`config.mk`:
```
export PLATFORM = sky130hd
export DESIGN_NAME = smw_event_logic
export DESIGN_NICKNAME = d
export VERILOG_FILES = /design/src/include/smw_pkg.sv /design/src/design/smw_event_logic.sv
export SDC_FILE = /design/constraint.sdc
export NUM_CORES = 1
export LEC_CHECK = 0
export ABC_AREA = 1
export BUFFER_PORTS_ARGS = -buffer_cell sky130_fd_sc_hd__buf_2
export CAP_MARGIN = 20
export CORE_ASPECT_RATIO = 1.5
export CORE_MARGIN = 3
export CORE_UTILIZATION = 60
export CTS_CLUSTER_DIAMETER = 100
export CTS_CLUSTER_SIZE = 14
export DETAILED_ROUTE_END_ITERATION = 7
export PLACE_DENSITY_LB_ADDON = 0.1
export SLEW_MARGIN = 20
export SYNTH_ARGS = -nofsm -noshare
export SYNTH_HDL_FRONTEND = slang
export SYNTH_SLANG_ARGS = --single-unit
```
`constraint.sdc`:
```
create_clock -name CLK -period 2.05 [get_ports CLK]
set_input_delay 0.205 -clock CLK [delete_from_list [all_inputs] [get_ports CLK]]
set_output_delay 0.205 -clock CLK [all_outputs]
set_load 0.02 [all_outputs]
```
`src/include/smw_pkg.sv`:
```
/*
 * Constants, register map and carrier types for the wake and system
 * management event block.
 * Assumes an 8-bit runtime I/O window decoded by the host interface
 * logic, so only the offset within the block arrives here.
 */
`default_nettype none
package smw_pkg;
	// Runtime register offsets within the block
	localparam logic [7:0] ADDR_WAKE_GSTS = 8'h00;
	localparam logic [7:0] ADDR_WAKE_GEN = 8'h01;
	localparam logic [7:0] ADDR_WAKE_STS1 = 8'h02;
	localparam logic [7:0] ADDR_WAKE_STS2 = 8'h03;
	localparam logic [7:0] ADDR_WAKE_STS3 = 8'h04;
	localparam logic [7:0] ADDR_WAKE_EN1 = 8'h05;
	localparam logic [7:0] ADDR_WAKE_EN2 = 8'h06;
	localparam logic [7:0] ADDR_WAKE_EN3 = 8'h07;
	localparam logic [7:0] ADDR_SMI_STS1 = 8'h10;
	localparam logic [7:0] ADDR_SMI_STATUS_TWO = 8'h11;
	localparam logic [7:0] ADDR_SMI_STS3 = 8'h12;
	localparam logic [7:0] ADDR_SMI_STS4 = 8'h13;
	localparam logic [7:0] ADDR_SMI_EN1 = 8'h14;
	localparam logic [7:0] ADDR_SMI_ENABLE_TWO = 8'h15;
	localparam logic [7:0] ADDR_SMI_EN3 = 8'h16;
	localparam logic [7:0] ADDR_SMI_EN4 = 8'h17;
	localparam logic [7:0] ADDR_MISC_STS = 8'h18;
	localparam logic [7:0] ADDR_SMI_PIN_CTRL = 8'h20;
	localparam logic [7:0] ADDR_WAKE_PIN_CTRL = 8'h21;
	localparam logic [7:0] ADDR_DUAL_SEL = 8'h22;
	localparam logic [7:0] ADDR_FAN_POL = 8'h23;
	localparam logic [7:0] ADDR_GPIO_DATA = 8'h24;
	localparam logic [7:0] ADDR_GPIO_CTRL0 = 8'h28;
	localparam logic [7:0] ADDR_LED_FIRST = 8'h5d;
	localparam logic [7:0] ADDR_LED_SECOND = 8'h5e;
	localparam int GPIO_COUNT = 6;
	// Writable bits of each register; others read as zero
	localparam logic [7:0] MASK_GLOBAL = 8'h01;
	localparam logic [7:0] MASK_WAKE1 = 8'h1f;
	localparam logic [7:0] MASK_GPIO = 8'h3f;
	localparam logic [7:0] MASK_WAKE3 = 8'h0b;
	localparam logic [7:0] MASK_SMI1 = 8'h0f;
	localparam logic [7:0] MASK_SMI_ENABLE_TWO = 8'he7;
	localparam logic [7:0] MASK_FAN = 8'h03;
	localparam logic [7:0] MASK_CTRL = 8'h83;
	// Field positions
	localparam int CTRL_DIR = 0;
	localparam int CTRL_POL = 1;
	localparam int CTRL_TYPE = 7;
	localparam int SMI_ENABLE_TWO_PIN = 7;
	localparam int SMI_ENABLE_TWO_IRQ2 = 6;
	localparam int SMI_ENABLE_TWO_WAKE = 5;
	localparam int WAKE3_DEVINT = 3;
	localparam int SMI2_INFRARED = 2;
	localparam logic [1:0] LED_MODE_OFF = 2'h0;
	localparam logic [1:0] LED_MODE_ON = 2'h1;
	// Reset values
	localparam logic [7:0] PIN_CTRL_RESET = 8'h00;
	localparam logic [7:0] GPIO_CTRL_RESET = 8'h01;
	localparam logic [7:0] REG_RESET = 8'h00;
	// Blink half period in 32 kHz clock edges (0.5 s)
	localparam int LED_HALF_EDGES = 16384;
	localparam logic [13:0] LED_HALF_LAST = 14'(LED_HALF_EDGES - 1);

	typedef struct packed {
		logic [7:0] addr;
		logic [7:0] wdata;
		logic wr;
		logic rd;
	} smw_io_req_type;

	typedef struct packed {
		logic o;
		logic oe_n;
	} smw_pin_type;

	localparam smw_pin_type PIN_RELEASED = '{o: 1'b0, oe_n: 1'b1};
endpackage : smw_pkg
`default_nettype wire

```
`src/design/smw_event_logic.sv`:
```
/*
 * Wake and system management event aggregation with LED drive.
 * Status, enable and routing registers sit in one runtime I/O window;
 * the group SMI and wake outputs are driven with programmable level and
 * driver type, and two LED pins are switched or blinked.
 * Assumes all inputs are synchronous to CLK and that keyboard, mouse,
 * infrared frame detection and function interrupts come from elsewhere.
 */
`timescale 1ns/1ps
`default_nettype none

// Overview of operation
// - Six pins with dual edge selected raise events on both edges.
// - Dual-edge pin ignores direction, polarity, driver, except data bit.
// - Dual-edge pin requests only when enabled and dual edge selected.
// - Either edge sets wake and SMI status; write 1 clears.
// - Misc status gathers all six pins, both edges, in either edge mode, write 1 clears.
// - Status bits record regardless of dual-edge selection, and of enables save global wake and wake three bit 3.
// - Two LEDs independently on, off or blinking via registers 0x5D, 0x5E.
// - Blinking is timed by the 32 kHz clock; no clock, no blink.
// - SMI pin polarity and driver from control; default low, open drain.
// - Internal group SMI is OR of enabled true status across SMI enables.
// - SMI enable two bit 7 gates pin, bit 6 gates IRQ2 stream.
// - SMI enable two bit 5 routes group SMI into wake logic.
// - GPIO and fan SMI status set on polarity edge; write 1 clears.
// - GPIO and fan SMI contribution is latched status AND enable.
// - Function SMI bits clear at source; infrared clears on read.
// - Global wake enable clear blocks wake; set passes enabled sources.
// - Global wake status sets on enabled source, global enable or not.
// - Global wake status holds while any enabled event status remains set.
// - GPIO wake status on polarity edge, both for dual; write 1 clears.
// - Wake sources: ring, infrared frame, keyboard, mouse, GPIO, fan tach.
// - Wake pin polarity and driver from control; default low, open drain.
// - Wake status three bit 3 shows routed group SMI; write 1 clears.
// - Wake enable three bit 3 with that status drives wake pin.
// - Pin control bit 0 direction, bit 1 polarity, bit 7 driver type.
module smw_event_logic
	import smw_pkg::*;
(
	input wire logic CLK,
	input wire logic NRST,
	input wire smw_io_req_type IO_REQ,
	output logic [7:0] IO_RDATA,
	input wire logic [GPIO_COUNT-1:0] GPIO_IN,
	input wire logic [1:0] FAN_TACH,
	input wire logic RING_INDICATOR_A_N,
	input wire logic RING_INDICATOR_B_N,
	input wire logic IR_FRAME_VALID,
	input wire logic KBD_WAKE_EDGE,
	input wire logic MOUSE_WAKE_EDGE,
	input wire logic [3:0] FUNC_IRQ,
	input wire logic [1:0] KM_IRQ,
	input wire logic INFRARED_EVENT,
	input wire logic CLK32K,
	output logic GROUP_SMI_INTERNAL,
	output logic SERIRQ_SMI,
	output smw_pin_type GROUP_SMI_PIN,
	output smw_pin_type WAKE_EVENT_PIN,
	output smw_pin_type LED_PIN_A,
	output smw_pin_type LED_PIN_B
);

	function automatic logic hit(input smw_io_req_type r,
			input logic [7:0] a);
		hit = r.wr && (r.addr == a);
	endfunction : hit

	// Write-one-to-clear; a set in the same cycle wins
	function automatic logic [7:0] w1c(input logic [7:0] cur,
			input logic [7:0] set, input logic clr,
			input logic [7:0] data, input logic [7:0] mask);
		w1c = (set | (cur & ~(clr ? data : 8'h00))) & mask;
	endfunction : w1c

	function automatic smw_pin_type drive_pin(input logic active,
			input logic [7:0] ctrl);
		logic level;
		level = ctrl[CTRL_POL] ? active : ~active;
		if (ctrl[CTRL_TYPE]) begin
			drive_pin = '{o: level, oe_n: 1'b0};
		end else begin
			drive_pin = '{o: 1'b0, oe_n: level};
		end
	endfunction : drive_pin

	logic [7:0] wake_gsts, wake_gen;
	logic [7:0] wake_sts1, wake_sts2, wake_sts3;
	logic [7:0] wake_en1, wake_en2, wake_en3;
	logic [7:0] smi_sts3, smi_sts4;
	logic [7:0] smi_en1, smi_enable_two, smi_en3, smi_en4;
	logic [7:0] misc_edge_status;
	logic [7:0] smi_pin_control, wake_pin_control;
	logic [7:0] dual_edge_event, fan_pol;
	logic [7:0] gpio_ctrl [GPIO_COUNT];
	logic [7:0] led_control_first, led_control_second;
	logic infrared_latch;
	logic [GPIO_COUNT-1:0] gpio_prev;
	logic [1:0] fan_prev;
	logic ring_a_prev, ring_b_prev;
	logic clk32_prev;
	logic [13:0] blink_count;
	logic blink_phase;

	logic [GPIO_COUNT-1:0] gpio_pol, gpio_dir, gpio_any, gpio_set;
	logic [1:0] fan_set;
	logic [7:0] wake1_set, wake3_set;
	logic [7:0] smi_sts1, smi_status_two;
	logic group_smi, wake_pending, wake_active, devint_cond;
	logic smi2_read;
	logic [7:0] next_rdata;

	always_comb begin
		for (int i = 0; i < GPIO_COUNT; i++) begin
			gpio_pol[i] = gpio_ctrl[i][CTRL_POL];
			gpio_dir[i] = gpio_ctrl[i][CTRL_DIR];
		end
	end

	// Dual edge ignores direction and polarity; otherwise an output pin is
	// excluded and only the polarity-selected edge counts
	assign gpio_any = GPIO_IN ^ gpio_prev;
	assign gpio_set = (dual_edge_event[GPIO_COUNT-1:0] & gpio_any) |
		(~dual_edge_event[GPIO_COUNT-1:0] & gpio_dir &
		(GPIO_IN ^ gpio_pol) & ~(gpio_prev ^ gpio_pol));
	assign fan_set = (FAN_TACH ^ fan_pol[1:0]) &
		~(fan_prev ^ fan_pol[1:0]);
	assign wake1_set = {3'h0, MOUSE_WAKE_EDGE, KBD_WAKE_EDGE,
		IR_FRAME_VALID, ~RING_INDICATOR_B_N & ring_b_prev,
		~RING_INDICATOR_A_N & ring_a_prev};
	assign devint_cond = group_smi && smi_enable_two[SMI_ENABLE_TWO_WAKE];
	assign wake3_set = {4'h0, devint_cond, 1'b0, fan_set};
	assign smi_sts1 = {4'h0, FUNC_IRQ};
	assign smi_status_two = {5'h0, infrared_latch, KM_IRQ};
	assign smi2_read = IO_REQ.rd && (IO_REQ.addr == ADDR_SMI_STATUS_TWO);

	assign group_smi = |(smi_sts1 & smi_en1) |
		|(smi_status_two & smi_enable_two & 8'h07) |
		|(smi_sts3 & smi_en3) | |(smi_sts4 & smi_en4);
	// Dual-edge pins only reach the request path through these gates
	assign wake_pending = |(wake_sts1 & wake_en1) |
		|(wake_sts2 & wake_en2) | |(wake_sts3 & wake_en3);
	assign wake_active = wake_gen[0] && wake_pending;

	always_ff @(posedge CLK or negedge NRST) begin
		if (!NRST) begin
			gpio_prev <= '0;
			fan_prev <= 2'h0;
			ring_a_prev <= 1'b1;
			ring_b_prev <= 1'b1;
			clk32_prev <= 1'b0;
		end else begin
			gpio_prev <= GPIO_IN;
			fan_prev <= FAN_TACH;
			ring_a_prev <= RING_INDICATOR_A_N;
			ring_b_prev <= RING_INDICATOR_B_N;
			clk32_prev <= CLK32K;
		end
	end

	// Event status: set regardless of enables, save wake status three bit 3
	always_ff @(posedge CLK or negedge NRST) begin
		if (!NRST) begin
			wake_sts1 <= REG_RESET;
			wake_sts2 <= REG_RESET;
			wake_sts3 <= REG_RESET;
			smi_sts3 <= REG_RESET;
			smi_sts4 <= REG_RESET;
			misc_edge_status <= REG_RESET;
		end else begin
			wake_sts1 <= w1c(wake_sts1, wake1_set,
				hit(IO_REQ, ADDR_WAKE_STS1), IO_REQ.wdata, MASK_WAKE1);
			wake_sts2 <= w1c(wake_sts2, 8'(gpio_set),
				hit(IO_REQ, ADDR_WAKE_STS2), IO_REQ.wdata,
				MASK_GPIO);
			wake_sts3 <= w1c(wake_sts3, wake3_set,
				hit(IO_REQ, ADDR_WAKE_STS3), IO_REQ.wdata,
				MASK_WAKE3);
			smi_sts3 <= w1c(smi_sts3, 8'(gpio_set),
				hit(IO_REQ, ADDR_SMI_STS3), IO_REQ.wdata,
				MASK_GPIO);
			smi_sts4 <= w1c(smi_sts4, {6'h0, fan_set},
				hit(IO_REQ, ADDR_SMI_STS4), IO_REQ.wdata, MASK_FAN);
			misc_edge_status <= w1c(misc_edge_status, 8'(gpio_any),
				hit(IO_REQ, ADDR_MISC_STS), IO_REQ.wdata,
				MASK_GPIO);
		end
	end

	// Global status stays up while anything enabled is still pending
	always_ff @(posedge CLK or negedge NRST) begin
		if (!NRST) begin
			wake_gsts <= REG_RESET;
		end else begin
			wake_gsts <= w1c(wake_gsts, {7'h0, wake_pending},
				hit(IO_REQ, ADDR_WAKE_GSTS), IO_REQ.wdata,
				MASK_GLOBAL);
		end
	end

	always_ff @(posedge CLK or negedge NRST) begin
		if (!NRST) begin
			infrared_latch <= 1'b0;
		end else if (INFRARED_EVENT) begin
			infrared_latch <= 1'b1;
		end else if (smi2_read) begin
			infrared_latch <= 1'b0;
		end
	end

	// Software-owned control registers
	always_ff @(posedge CLK or negedge NRST) begin
		if (!NRST) begin
			wake_gen <= REG_RESET;
			wake_en1 <= REG_RESET;
			wake_en2 <= REG_RESET;
			wake_en3 <= REG_RESET;
			smi_en1 <= REG_RESET;
			smi_enable_two <= REG_RESET;
			smi_en3 <= REG_RESET;
			smi_en4 <= REG_RESET;
			smi_pin_control <= PIN_CTRL_RESET;
			wake_pin_control <= PIN_CTRL_RESET;
			dual_edge_event <= REG_RESET;
			fan_pol <= REG_RESET;
			led_control_first <= REG_RESET;
			led_control_second <= REG_RESET;
		end else if (IO_REQ.wr) begin
			if (IO_REQ.addr == ADDR_WAKE_GEN) begin
				wake_gen <= IO_REQ.wdata & MASK_GLOBAL;
			end else if (IO_REQ.addr == ADDR_WAKE_EN1) begin
				wake_en1 <= IO_REQ.wdata & MASK_WAKE1;
			end else if (IO_REQ.addr == ADDR_WAKE_EN2) begin
				wake_en2 <= IO_REQ.wdata & MASK_GPIO;
			end else if (IO_REQ.addr == ADDR_WAKE_EN3) begin
				wake_en3 <= IO_REQ.wdata & MASK_WAKE3;
			end else if (IO_REQ.addr == ADDR_SMI_EN1) begin
				smi_en1 <= IO_REQ.wdata & MASK_SMI1;
			end else if (IO_REQ.addr == ADDR_SMI_ENABLE_TWO) begin
				smi_enable_two <= IO_REQ.wdata & MASK_SMI_ENABLE_TWO;
			end else if (IO_REQ.addr == ADDR_SMI_EN3) begin
				smi_en3 <= IO_REQ.wdata & MASK_GPIO;
			end else if (IO_REQ.addr == ADDR_SMI_EN4) begin
				smi_en4 <= IO_REQ.wdata & MASK_FAN;
			end else if (IO_REQ.addr == ADDR_SMI_PIN_CTRL) begin
				smi_pin_control <= IO_REQ.wdata & MASK_CTRL;
			end else if (IO_REQ.addr == ADDR_WAKE_PIN_CTRL) begin
				wake_pin_control <= IO_REQ.wdata & MASK_CTRL;
			end else if (IO_REQ.addr == ADDR_DUAL_SEL) begin
				dual_edge_event <= IO_REQ.wdata & MASK_GPIO;
			end else if (IO_REQ.addr == ADDR_FAN_POL) begin
				fan_pol <= IO_REQ.wdata & MASK_FAN;
			end else if (IO_REQ.addr == ADDR_LED_FIRST) begin
				led_control_first <= IO_REQ.wdata & MASK_CTRL;
			end else if (IO_REQ.addr == ADDR_LED_SECOND) begin
				led_control_second <= IO_REQ.wdata & MASK_CTRL;
			end
		end
	end

	always_ff @(posedge CLK or negedge NRST) begin
		if (!NRST) begin
			for (int i = 0; i < GPIO_COUNT; i++) begin
				gpio_ctrl[i] <= GPIO_CTRL_RESET;
			end
		end else begin
			for (int i = 0; i < GPIO_COUNT; i++) begin
				if (hit(IO_REQ, ADDR_GPIO_CTRL0 + 8'(i))) begin
					gpio_ctrl[i] <= IO_REQ.wdata & MASK_CTRL;
				end
			end
		end
	end

	// Read data is registered; the answer is valid the cycle after rd
	always_comb begin
		next_rdata = 8'h00;
		if (IO_REQ.addr == ADDR_WAKE_GSTS) begin
			next_rdata = wake_gsts;
		end else if (IO_REQ.addr == ADDR_WAKE_GEN) begin
			next_rdata = wake_gen;
		end else if (IO_REQ.addr == ADDR_WAKE_STS1) begin
			next_rdata = wake_sts1;
		end else if (IO_REQ.addr == ADDR_WAKE_STS2) begin
			next_rdata = wake_sts2;
		end else if (IO_REQ.addr == ADDR_WAKE_STS3) begin
			next_rdata = wake_sts3;
		end else if (IO_REQ.addr == ADDR_WAKE_EN1) begin
			next_rdata = wake_en1;
		end else if (IO_REQ.addr == ADDR_WAKE_EN2) begin
			next_rdata = wake_en2;
		end else if (IO_REQ.addr == ADDR_WAKE_EN3) begin
			next_rdata = wake_en3;
		end else if (IO_REQ.addr == ADDR_SMI_STS1) begin
			next_rdata = smi_sts1;
		end else if (IO_REQ.addr == ADDR_SMI_STATUS_TWO) begin
			next_rdata = smi_status_two;
		end else if (IO_REQ.addr == ADDR_SMI_STS3) begin
			next_rdata = smi_sts3;
		end else if (IO_REQ.addr == ADDR_SMI_STS4) begin
			next_rdata = smi_sts4;
		end else if (IO_REQ.addr == ADDR_SMI_EN1) begin
			next_rdata = smi_en1;
		end else if (IO_REQ.addr == ADDR_SMI_ENABLE_TWO) begin
			next_rdata = smi_enable_two;
		end else if (IO_REQ.addr == ADDR_SMI_EN3) begin
			next_rdata = smi_en3;
		end else if (IO_REQ.addr == ADDR_SMI_EN4) begin
			next_rdata = smi_en4;
		end else if (IO_REQ.addr == ADDR_MISC_STS) begin
			next_rdata = misc_edge_status;
		end else if (IO_REQ.addr == ADDR_SMI_PIN_CTRL) begin
			next_rdata = smi_pin_control;
		end else if (IO_REQ.addr == ADDR_WAKE_PIN_CTRL) begin
			next_rdata = wake_pin_control;
		end else if (IO_REQ.addr == ADDR_DUAL_SEL) begin
			next_rdata = dual_edge_event;
		end else if (IO_REQ.addr == ADDR_FAN_POL) begin
			next_rdata = fan_pol;
		end else if (IO_REQ.addr == ADDR_GPIO_DATA) begin
			next_rdata = 8'(GPIO_IN ^ gpio_pol);
		end else if (IO_REQ.addr == ADDR_LED_FIRST) begin
			next_rdata = led_control_first;
		end else if (IO_REQ.addr == ADDR_LED_SECOND) begin
			next_rdata = led_control_second;
		end else begin
			for (int i = 0; i < GPIO_COUNT; i++) begin
				if (IO_REQ.addr == ADDR_GPIO_CTRL0 + 8'(i)) begin
					next_rdata = gpio_ctrl[i];
				end
			end
		end
	end

	always_ff @(posedge CLK or negedge NRST) begin
		if (!NRST) begin
			IO_RDATA <= 8'h00;
		end else if (IO_REQ.rd) begin
			IO_RDATA <= next_rdata;
		end
	end

	// Blink timebase counts 32 kHz edges only, so it freezes without them
	always_ff @(posedge CLK or negedge NRST) begin
		if (!NRST) begin
			blink_count <= 14'h0000;
			blink_phase <= 1'b0;
		end else if (CLK32K && !clk32_prev) begin
			if (blink_count == LED_HALF_LAST) begin
				blink_count <= 14'h0000;
				blink_phase <= ~blink_phase;
			end else begin
				blink_count <= blink_count + 14'h0001;
			end
		end
	end

	function automatic smw_pin_type led_drive(input logic [7:0] ctrl,
			input logic phase);
		logic lit;
		lit = (ctrl[1:0] == LED_MODE_ON) ||
			(ctrl[1] && phase);
		if (ctrl[CTRL_TYPE]) begin
			led_drive = '{o: lit, oe_n: 1'b0};
		end else begin
			led_drive = '{o: 1'b0, oe_n: ~lit};
		end
	endfunction : led_drive

	always_ff @(posedge CLK or negedge NRST) begin
		if (!NRST) begin
			GROUP_SMI_INTERNAL <= 1'b0;
			SERIRQ_SMI <= 1'b0;
			GROUP_SMI_PIN <= PIN_RELEASED;
			WAKE_EVENT_PIN <= PIN_RELEASED;
			LED_PIN_A <= PIN_RELEASED;
			LED_PIN_B <= PIN_RELEASED;
		end else begin
			GROUP_SMI_INTERNAL <= group_smi;
			SERIRQ_SMI <= group_smi && smi_enable_two[SMI_ENABLE_TWO_IRQ2];
			GROUP_SMI_PIN <= drive_pin(group_smi &&
				smi_enable_two[SMI_ENABLE_TWO_PIN], smi_pin_control);
			WAKE_EVENT_PIN <= drive_pin(wake_active,
				wake_pin_control);
			LED_PIN_A <= led_drive(led_control_first, blink_phase);
			LED_PIN_B <= led_drive(led_control_second, blink_phase);
		end
	end

	AST_WAKE_BLOCKED: assert property (@(posedge CLK) disable iff (!NRST)
		!wake_gen[0] && wake_pin_control == PIN_CTRL_RESET |=>
		WAKE_EVENT_PIN == PIN_RELEASED)
		else $error("wake pin active while global enable clear");
	AST_WAKE_DRIVEN: assert property (@(posedge CLK) disable iff (!NRST)
		wake_gen[0] && wake_pending && wake_pin_control == PIN_CTRL_RESET
		|=> WAKE_EVENT_PIN.oe_n == 1'b0)
		else $error("enabled wake event did not pull wake pin low");
	AST_GLOBAL_HOLD: assert property (@(posedge CLK) disable iff (!NRST)
		wake_pending |=> wake_gsts[0])
		else $error("global wake status dropped with events pending");
	AST_MISC_BOTH_EDGES: assert property (@(posedge CLK) disable iff (!NRST)
		$changed(GPIO_IN[0]) |-> ##1 misc_edge_status[0])
		else $error("misc status missed an edge");
	AST_DUAL_SETS_STATUS: assert property (@(posedge CLK)
		disable iff (!NRST)
		dual_edge_event[1] && $fell(GPIO_IN[1]) |=>
		wake_sts2[1] && smi_sts3[1])
		else $error("dual-edge fall did not set wake and SMI status");
	AST_INFRARED_READ_CLEAR: assert property (@(posedge CLK)
		disable iff (!NRST)
		smi2_read && !INFRARED_EVENT |=> !infrared_latch)
		else $error("infrared status survived status read");
	AST_SMI_PIN: assert property (@(posedge CLK) disable iff (!NRST)
		group_smi && smi_enable_two[SMI_ENABLE_TWO_PIN] &&
		smi_pin_control == PIN_CTRL_RESET |=>
		GROUP_SMI_PIN.oe_n == 1'b0 && GROUP_SMI_PIN.o == 1'b0)
		else $error("group SMI pin not driven low");
	AST_IRQ2_GATE: assert property (@(posedge CLK) disable iff (!NRST)
		SERIRQ_SMI |-> $past(smi_enable_two[SMI_ENABLE_TWO_IRQ2]) &&
		GROUP_SMI_INTERNAL)
		else $error("IRQ2 request without enable or SMI");
	AST_DEVINT_ROUTE: assert property (@(posedge CLK) disable iff (!NRST)
		devint_cond |=> wake_sts3[WAKE3_DEVINT])
		else $error("routed group SMI not reflected in wake status");
	AST_LED_OFF: assert property (@(posedge CLK) disable iff (!NRST)
		led_control_first[1:0] == LED_MODE_OFF &&
		!led_control_first[CTRL_TYPE] |=>
		LED_PIN_A == PIN_RELEASED)
		else $error("LED A lit while off");

endmodule : smw_event_logic
`default_nettype wire

```
======== Yosys cells after proc, flatten, opt, wreduce, memory -nomap -nowiden ========
Index checks and enable logic that the tools add are counted.
storage, ports and cells
  flip-flop bits (word level) ............. 145
  input bits .............................. 41
operators by class
  add/subtract/negate cells ............... 1
  equal/unequal tests ..................... 32
  muxes and demuxes ....................... 46
  bitwise operators ....................... 70
  reduce and logical (&&, ||, !) cells .... 48
operator list
  kind                                            number
  two-way mux 8 bit                               30
  == test 8 x 6 -> 1 bit (second input constant)  11
  == test 8 x 5 -> 1 bit (second input constant)  9
  AND 6 bit                                       9
  OR reduction 8 bit                              6
  == test 8 x 3 -> 1 bit (second input constant)  4
  NOT 6 bit                                       5
  OR 6 bit                                        4
  XOR 6 bit                                       4
  logical AND 1 bit                               21
  NOT 1 bit                                       21
  two-way mux 6 bit                               3
  == test 8 x 2 -> 1 bit (second input constant)  2
  == test 8 x 7 -> 1 bit (second input constant)  2
  AND reduction 15 bit                            1
  adder 14 x 1 -> 14 bit (second input constant)  1
  == test 14 bit (second input constant)          1
  two-way mux 14 bit                              1
  AND reduction 14 bit                            1
  AND reduction 13 bit                            1
  AND 4 bit                                       3
  AND reduction 12 bit                            1
  AND reduction 11 bit                            1
  AND 5 bit                                       2
  31 further kinds                                53

======== Logic depth before layout (Yosys ltp) ========
  depth after elaboration ................. 31
  depth in mapped cells ................... 25

======== Worst setup path after synthesis ========
No wires, ideal clock.
  path type ............................... input-to-reg
  from .................................... input IO_REQ[17] (netlist name)
  to ...................................... register IO_RDATA[1]
  setup time .............................. 0.116 ns
  data arrival time ....................... 1.713 ns
  data required time ...................... 1.934 ns
  slack ................................... 0.220 ns
  stages on the path ...................... 24
  path through ............................ inv_1 > nand2_2 > nor2_8 > nand2_2 > nor2_4 > nand2_1 > o21ai_1 > nand3_1 > nor2_1 > nand4_1 > nand2_1 > nand3b_1 > nand2_1 > nand2_1 > nand2_1 > nand3_1 > nand2_1 > nand2_1 > nand2_1 > nand3_1 > nand2_1 > nand2_1 > nand2_1 > nand2_1
between the ends
  word-level cells in the longest chain between the ends .. 31
  elaborated cells on any way between the ends .. 60
RTL lines
  what                             line                    RTL
  from (decl)                      smw_event_logic.sv:42   input wire smw_io_req_type IO_REQ,
  == test 8 x 6 -> 1 bit           smw_event_logic.sv:327  if (IO_REQ.addr == ADDR_GPIO_CTRL0 + 8'(i)) begin
  two-way mux 8 bit (6 in series)  smw_event_logic.sv:327
  two-way mux 8 bit                smw_event_logic.sv:323  end else if (IO_REQ.addr == ADDR_LED_SECOND) begin
  two-way mux 8 bit                smw_event_logic.sv:321  end else if (IO_REQ.addr == ADDR_LED_FIRST) begin
  two-way mux 8 bit                smw_event_logic.sv:319  end else if (IO_REQ.addr == ADDR_GPIO_DATA) begin
  two-way mux 8 bit                smw_event_logic.sv:317  end else if (IO_REQ.addr == ADDR_FAN_POL) begin
  two-way mux 8 bit                smw_event_logic.sv:315  end else if (IO_REQ.addr == ADDR_DUAL_SEL) begin
  two-way mux 8 bit                smw_event_logic.sv:313  end else if (IO_REQ.addr == ADDR_WAKE_PIN_CTRL) begin
  [10 not listed]                  -
  two-way mux 8 bit                smw_event_logic.sv:291  end else if (IO_REQ.addr == ADDR_WAKE_EN3) begin
  two-way mux 8 bit                smw_event_logic.sv:289  end else if (IO_REQ.addr == ADDR_WAKE_EN2) begin
  two-way mux 8 bit                smw_event_logic.sv:287  end else if (IO_REQ.addr == ADDR_WAKE_EN1) begin
  two-way mux 8 bit                smw_event_logic.sv:285  end else if (IO_REQ.addr == ADDR_WAKE_STS3) begin
  two-way mux 8 bit                smw_event_logic.sv:283  end else if (IO_REQ.addr == ADDR_WAKE_STS2) begin
  two-way mux 8 bit                smw_event_logic.sv:281  end else if (IO_REQ.addr == ADDR_WAKE_STS1) begin
  two-way mux 8 bit                smw_event_logic.sv:279  end else if (IO_REQ.addr == ADDR_WAKE_GEN) begin
  two-way mux 8 bit (*)            smw_event_logic.sv:277  if (IO_REQ.addr == ADDR_WAKE_GSTS) begin
  to (signal assigned)             smw_event_logic.sv:338  IO_RDATA <= next_rdata;
  to (decl)                        smw_event_logic.sv:43   output logic [7:0] IO_RDATA,
Mark *: on every way between the ends. The rest lies on a longest branch, timed or not.
A chain may end at the register's enable or synchronous reset.

======== Final worst setup path ========
  from .................................... register gpio_ctrl[25] (netlist name)
  to ...................................... register IO_RDATA[2]
between the ends
  word-level cells in the longest chain between the ends .. 23
RTL lines
  what                               line                    RTL
  from (decl)                        smw_event_logic.sv:94   logic [7:0] gpio_ctrl [GPIO_COUNT];
  from (signal, indexed assignment)  smw_event_logic.sv:268  gpio_ctrl[i] <= IO_REQ.wdata & MASK_CTRL;
  XOR 6 bit                          smw_event_logic.sv:320  next_rdata = 8'(GPIO_IN ^ gpio_pol);
  two-way mux 8 bit                  smw_event_logic.sv:319
  two-way mux 8 bit                  smw_event_logic.sv:317
  two-way mux 8 bit                  smw_event_logic.sv:315
  two-way mux 8 bit                  smw_event_logic.sv:313
  two-way mux 8 bit                  smw_event_logic.sv:311  end else if (IO_REQ.addr == ADDR_SMI_PIN_CTRL) begin
  two-way mux 8 bit                  smw_event_logic.sv:309  end else if (IO_REQ.addr == ADDR_MISC_STS) begin
  two-way mux 8 bit                  smw_event_logic.sv:307  end else if (IO_REQ.addr == ADDR_SMI_EN4) begin
  [7 not listed]                     -
  two-way mux 8 bit                  smw_event_logic.sv:291
  two-way mux 8 bit                  smw_event_logic.sv:289
  two-way mux 8 bit                  smw_event_logic.sv:287
  two-way mux 8 bit                  smw_event_logic.sv:285
  two-way mux 8 bit                  smw_event_logic.sv:283
  two-way mux 8 bit                  smw_event_logic.sv:281
  two-way mux 8 bit                  smw_event_logic.sv:279
  two-way mux 8 bit                  smw_event_logic.sv:277
No other way between the ends.

==> results by stage <==
Setup path:
- Grouping stages by cell kind, the critical path spends the most delay in compound AO/OA/AOI/OAI gates.
- On the critical path, the stage with the largest delay is an instance of dfrtp_1.
- The critical path class is flop to flop.
- Data on the critical path arrives at its endpoint at 2.37 ns.
- The depth of the most critical reg-to-reg path is 11.
- The type of element capturing the critical path is a flop.
- The launch point of the worst reg-to-reg path is gpio_ctrl[25]$_DFFE_PN0P_.
- The buffer and inverter count on the worst path is 1.
- The critical path ends at IO_RDATA[2]$_DFFE_PN0P_.
- The most critical setup path has its startpoint at gpio_ctrl[25]$_DFFE_PN0P_.
- STA classifies the critical path startpoint as a flop.
- On the worst path, the slowest cell contributes a delay of 0.41 ns.
- The critical path required time is 2.36 ns.
- The setup check on the worst reg-to-reg path leaves a slack of -0.01 ns.
- The count of cell instances traversed by the critical path is 11.
- The maximum fanout count along the critical path is 2.
- The end of the worst register-to-register path is IO_RDATA[2]$_DFFE_PN0P_.
- The signal on the critical path passes through xnor2_2, o22ai_1, a221oi_1, buf_4, a21oi_1, nor2_1, o211ai_1, o31ai_2, nand3_1, a221oi_2, o21ai_1.

STA:
- Setup violations remaining at the end of the flow were counted as 2.
- Timing would allow up to 0.484 GHz.
- The minimum clock period is 2.06 ns.
- For the pin with the worst max-slew slack, the measured transition is 0.518 ns.
- The count of pins over their slew limit is 0.
- On the final layout, the worst hold slack is 0.0105 ns.
- The post-route worst setup slack is -0.0147 ns.
- The worst clock skew is 0.00921 ns.
- The share of the clock period used by the worst path is 101%.
- Setup repair after global routing could not meet its margin everywhere.
- The final count of hold timing violations is 0.
- The worst max-slew margin expressed relative to the limit is 65.5%.

Global route:
- For this run the aggregate overflow at the end of global routing stands at 0.
- The overall global routing resource usage is 35.5%.
- Entering global routing, the biggest net connects 52 pins.
- The global-route wire length before repair is 35200 um.
- The number of antenna violations at the first check in global routing is 0.
- The via count of the first global-routing pass is 6995.

Logic synthesis:
- The instance count of the mapped netlist is 891.
- The total of flip-flops plus latches after synthesis is 145.
- The most common cell in the synthesized netlist is nand2_1.
- By count the netlist is led by nand2_1, dfrtp_1, o21ai_0, inv_1, nor2_1.
- The cell taking the most area after synthesis is dfrtp_1.
- The total number of yosys warnings is 0.
- The number of enable flip-flop cells after synthesis is 0.
- Ranked by total cell area, the synthesized netlist is headed by dfrtp_1, nand2_1, o21ai_0.
- The post-synthesis instance area is 7060 um2.
- The average instance area after synthesis is 7.92 um2.
- After synthesis, the netlist uses 40 different library cells.
- The net count after synthesis is 933.
- In the synthesized netlist the async set-or-reset flop fraction comes to 100%.
- The predominant post-synthesis flop cell is dfrtp_1.
- The area share of the largest cell type after synthesis is 47.2%.
- The sequential element share of the synthesized area is 51.6%.

Clocking:
- The clock-pin slew of the registers on the worst-case setup and hold paths is 0.06 ns.
- The cell chosen for the clock root is clkbuf_16.
- CTS saw 145 sinks.
- Clock latency on the worst-skew pair, taken at its later pin, is 0.43 ns.
- The maximum clock insertion buffer count is 2.
- The H-tree generated during clock tree synthesis spans 4 levels.
- TritonCTS built the clock tree.
- The total clock buffers created by CTS is 17.

Floorplan:
- The overall die height is 139 um.
- 59 I/O pins were placed.
- The initial utilization of the core area, before any placement, comes to 62.5%.
- The floorplan step defined a die boundary enclosing 13100 um2.
- After floorplanning, the core was sized to cover 11300 um2.
- The row count is 47.
- The die extent in x is 94.6 um.

Power:
- The peak supply drop is 0.584 mV.
- The power per cell area is 809 nW/um2.
- In this run the static leakage power is 4.16 nW.

Cells and area:
- The final layout net count is 1083.
- Relative to the synthesized area, the layout overhead comes to 25.5%.
- The multi-input combinational cells in the finished layout cover a total of 2980 um2.
- Fill cells in the final layout number 808.
- The sequential cells in the finished layout cover a total of 3640 um2.
- With fillers left out, the area of the finished cells amounts to 8860 um2.
- The repair_antennas step left the layout with diodes totalling 0.
- In the final layout, the share of cells above drive strength 1 is 19.5%.

Min path:
- The number of cells on the worst hold path is 3.
- The critical hold path startpoint is IO_REQ[0].
- The kind of path behind the tightest hold check is primary input to flop.

Detailed routing:
- The final layout contains routed wiring with a total length of 21900 um.
- The detail route stage leaves a number of antenna-violating nets equal to 0.
- The first detailed-routing pass ran for 6 iterations.
- After detailed routing, the average wire length per cell comes to 18.3 um.
- The number of vias per cell after detailed routing is 5.75.
- The number of DRC violations after detailed routing is 0.
- The first routing iteration left 579 violations.
- The detailed router placed 6906 vias in this run.

Placement:
- The global placement routability congestion is 1.03.
- The half-perimeter wire length after placement is 16300 um.
- The count of port buffers added during placement is 58.
- Summing all placed instances gives a cell area of 8030 um2.

Run:
- The max-capacitance violation count is 0.

Status:
- The final reports fail on setup timing.
- The run finished, with violations left.
-- flip-flops by register name, indices dropped and copies added (netlist names), 4 cells and up --
register          flops
smi_en3               6
wake_en1              5
gpio_prev             6
dual_edge_event       6
gpio_ctrl            18
wake_sts2             6
wake_en2              6
smi_enable_two        6
misc_edge_status      6
IO_RDATA              8
blink_count          14
wake_sts1             5
smi_en1               4
smi_sts3              6
-- power by group --
| part | internal [mW] | leakage [nW] | switching (mW) |
|---|---|---|---|
| Combinational | 0.278 | 2.13 | 0.477 |
| Sequential | 3.08 | 1.74 | 0.171 |
| Clock | 1.89 | 0.290 | 1.28 |
-- worst reg2reg max path: cells and delay by family, from the launching register on --
family	cells	cell delay (ns)
AND/OR/NAND/NOR	2	0.24
AO/OA/AOI/OAI	7	0.95
buffers and inverters	1	0.17
XOR/XNOR	1	0.17
flip-flops	1	0.41
-- through the flow --
stage                     setup slack (ns)  util (%)  total power, mW  setup TNS [ns]  instances
final                              -0.0147      78.4             7.17         -0.0188       1201
after global routing                -0.268      78.4             7.42          -0.576       1201
after CTS                          -0.0262      78.1             7.16         -0.0378       1200
after detailed placement            -0.328      71.1             3.99          -0.950       1152
after global placement              -0.341      71.1             3.95          -0.616       1152
after floorplan                      0.220         -             3.64               0        891
-- cells by family (layout without fill, tap and decap cells) --
kind of cell | count (synthesis) | after routing | share of synthesized area (%)
XOR/XNOR | 20 | 20 | 2.48
buffers and inverters | 131 | 294 | 7.02
AO/OA/AOI/OAI | 183 | 183 | 14.7
AND/OR/NAND/NOR | 410 | 410 | 23.9
multiplexers | 1 | 1 | 0.160
adder cells (fa/ha/maj) | 1 | 1 | 0.177
flip-flops | 145 | 145 | 51.6
-- metal layers --
metal	vias to the layer above	share of wire [%]	GRT usage (%)
met4	0	7.2	22.8
li1	3177	-	-
met1	3287	34	39.2
met3	113	6.9	7.98
met5	-	0	0
met2	329	51	60.3
-- worst min path at each step --
stage,end
floorplan,GROUP_SMI_INTERNAL$_DFF_PN0_
global placement,wake_sts1[3]$_DFF_PN0_
detailed placement,wake_en1[2]$_DFFE_PN0P_
CTS,IO_RDATA[5]$_DFFE_PN0P_
global route,IO_RDATA[5]$_DFFE_PN0P_
finish,IO_RDATA[5]$_DFFE_PN0P_
-- cell usage in the layout, fill, tap and decap left out, types with 15 or more instances in the layout --
cell / count
buf_2: 57
dfrtp_1: 133
inv_1: 112
buf_4: 67
nor2_1: 83
clkbuf_16: 17
nand2_1: 261
o21ai_0: 117
a21oi_1: 23
nand3_1: 20
dlygate4sd3_1: 15
-- area by class of cell --
type	instances	area share (%)
sequential	145	41.1
multi-input combinational	615	33.6
timing repair buffer	143	11.3
clock buffer	20	5.16
inverter	119	5.07
tap	147	2.08
clock inverter	12	1.67
-- what timing repair did --
item	CTS	global route
setup endpoints to repair	2	11
hold buffers	15	0
buffers inserted	1	1
hold endpoints to repair	61	0
pin swaps	2	7
resized for setup	6	8
Power figures use the tool's default switching activity.
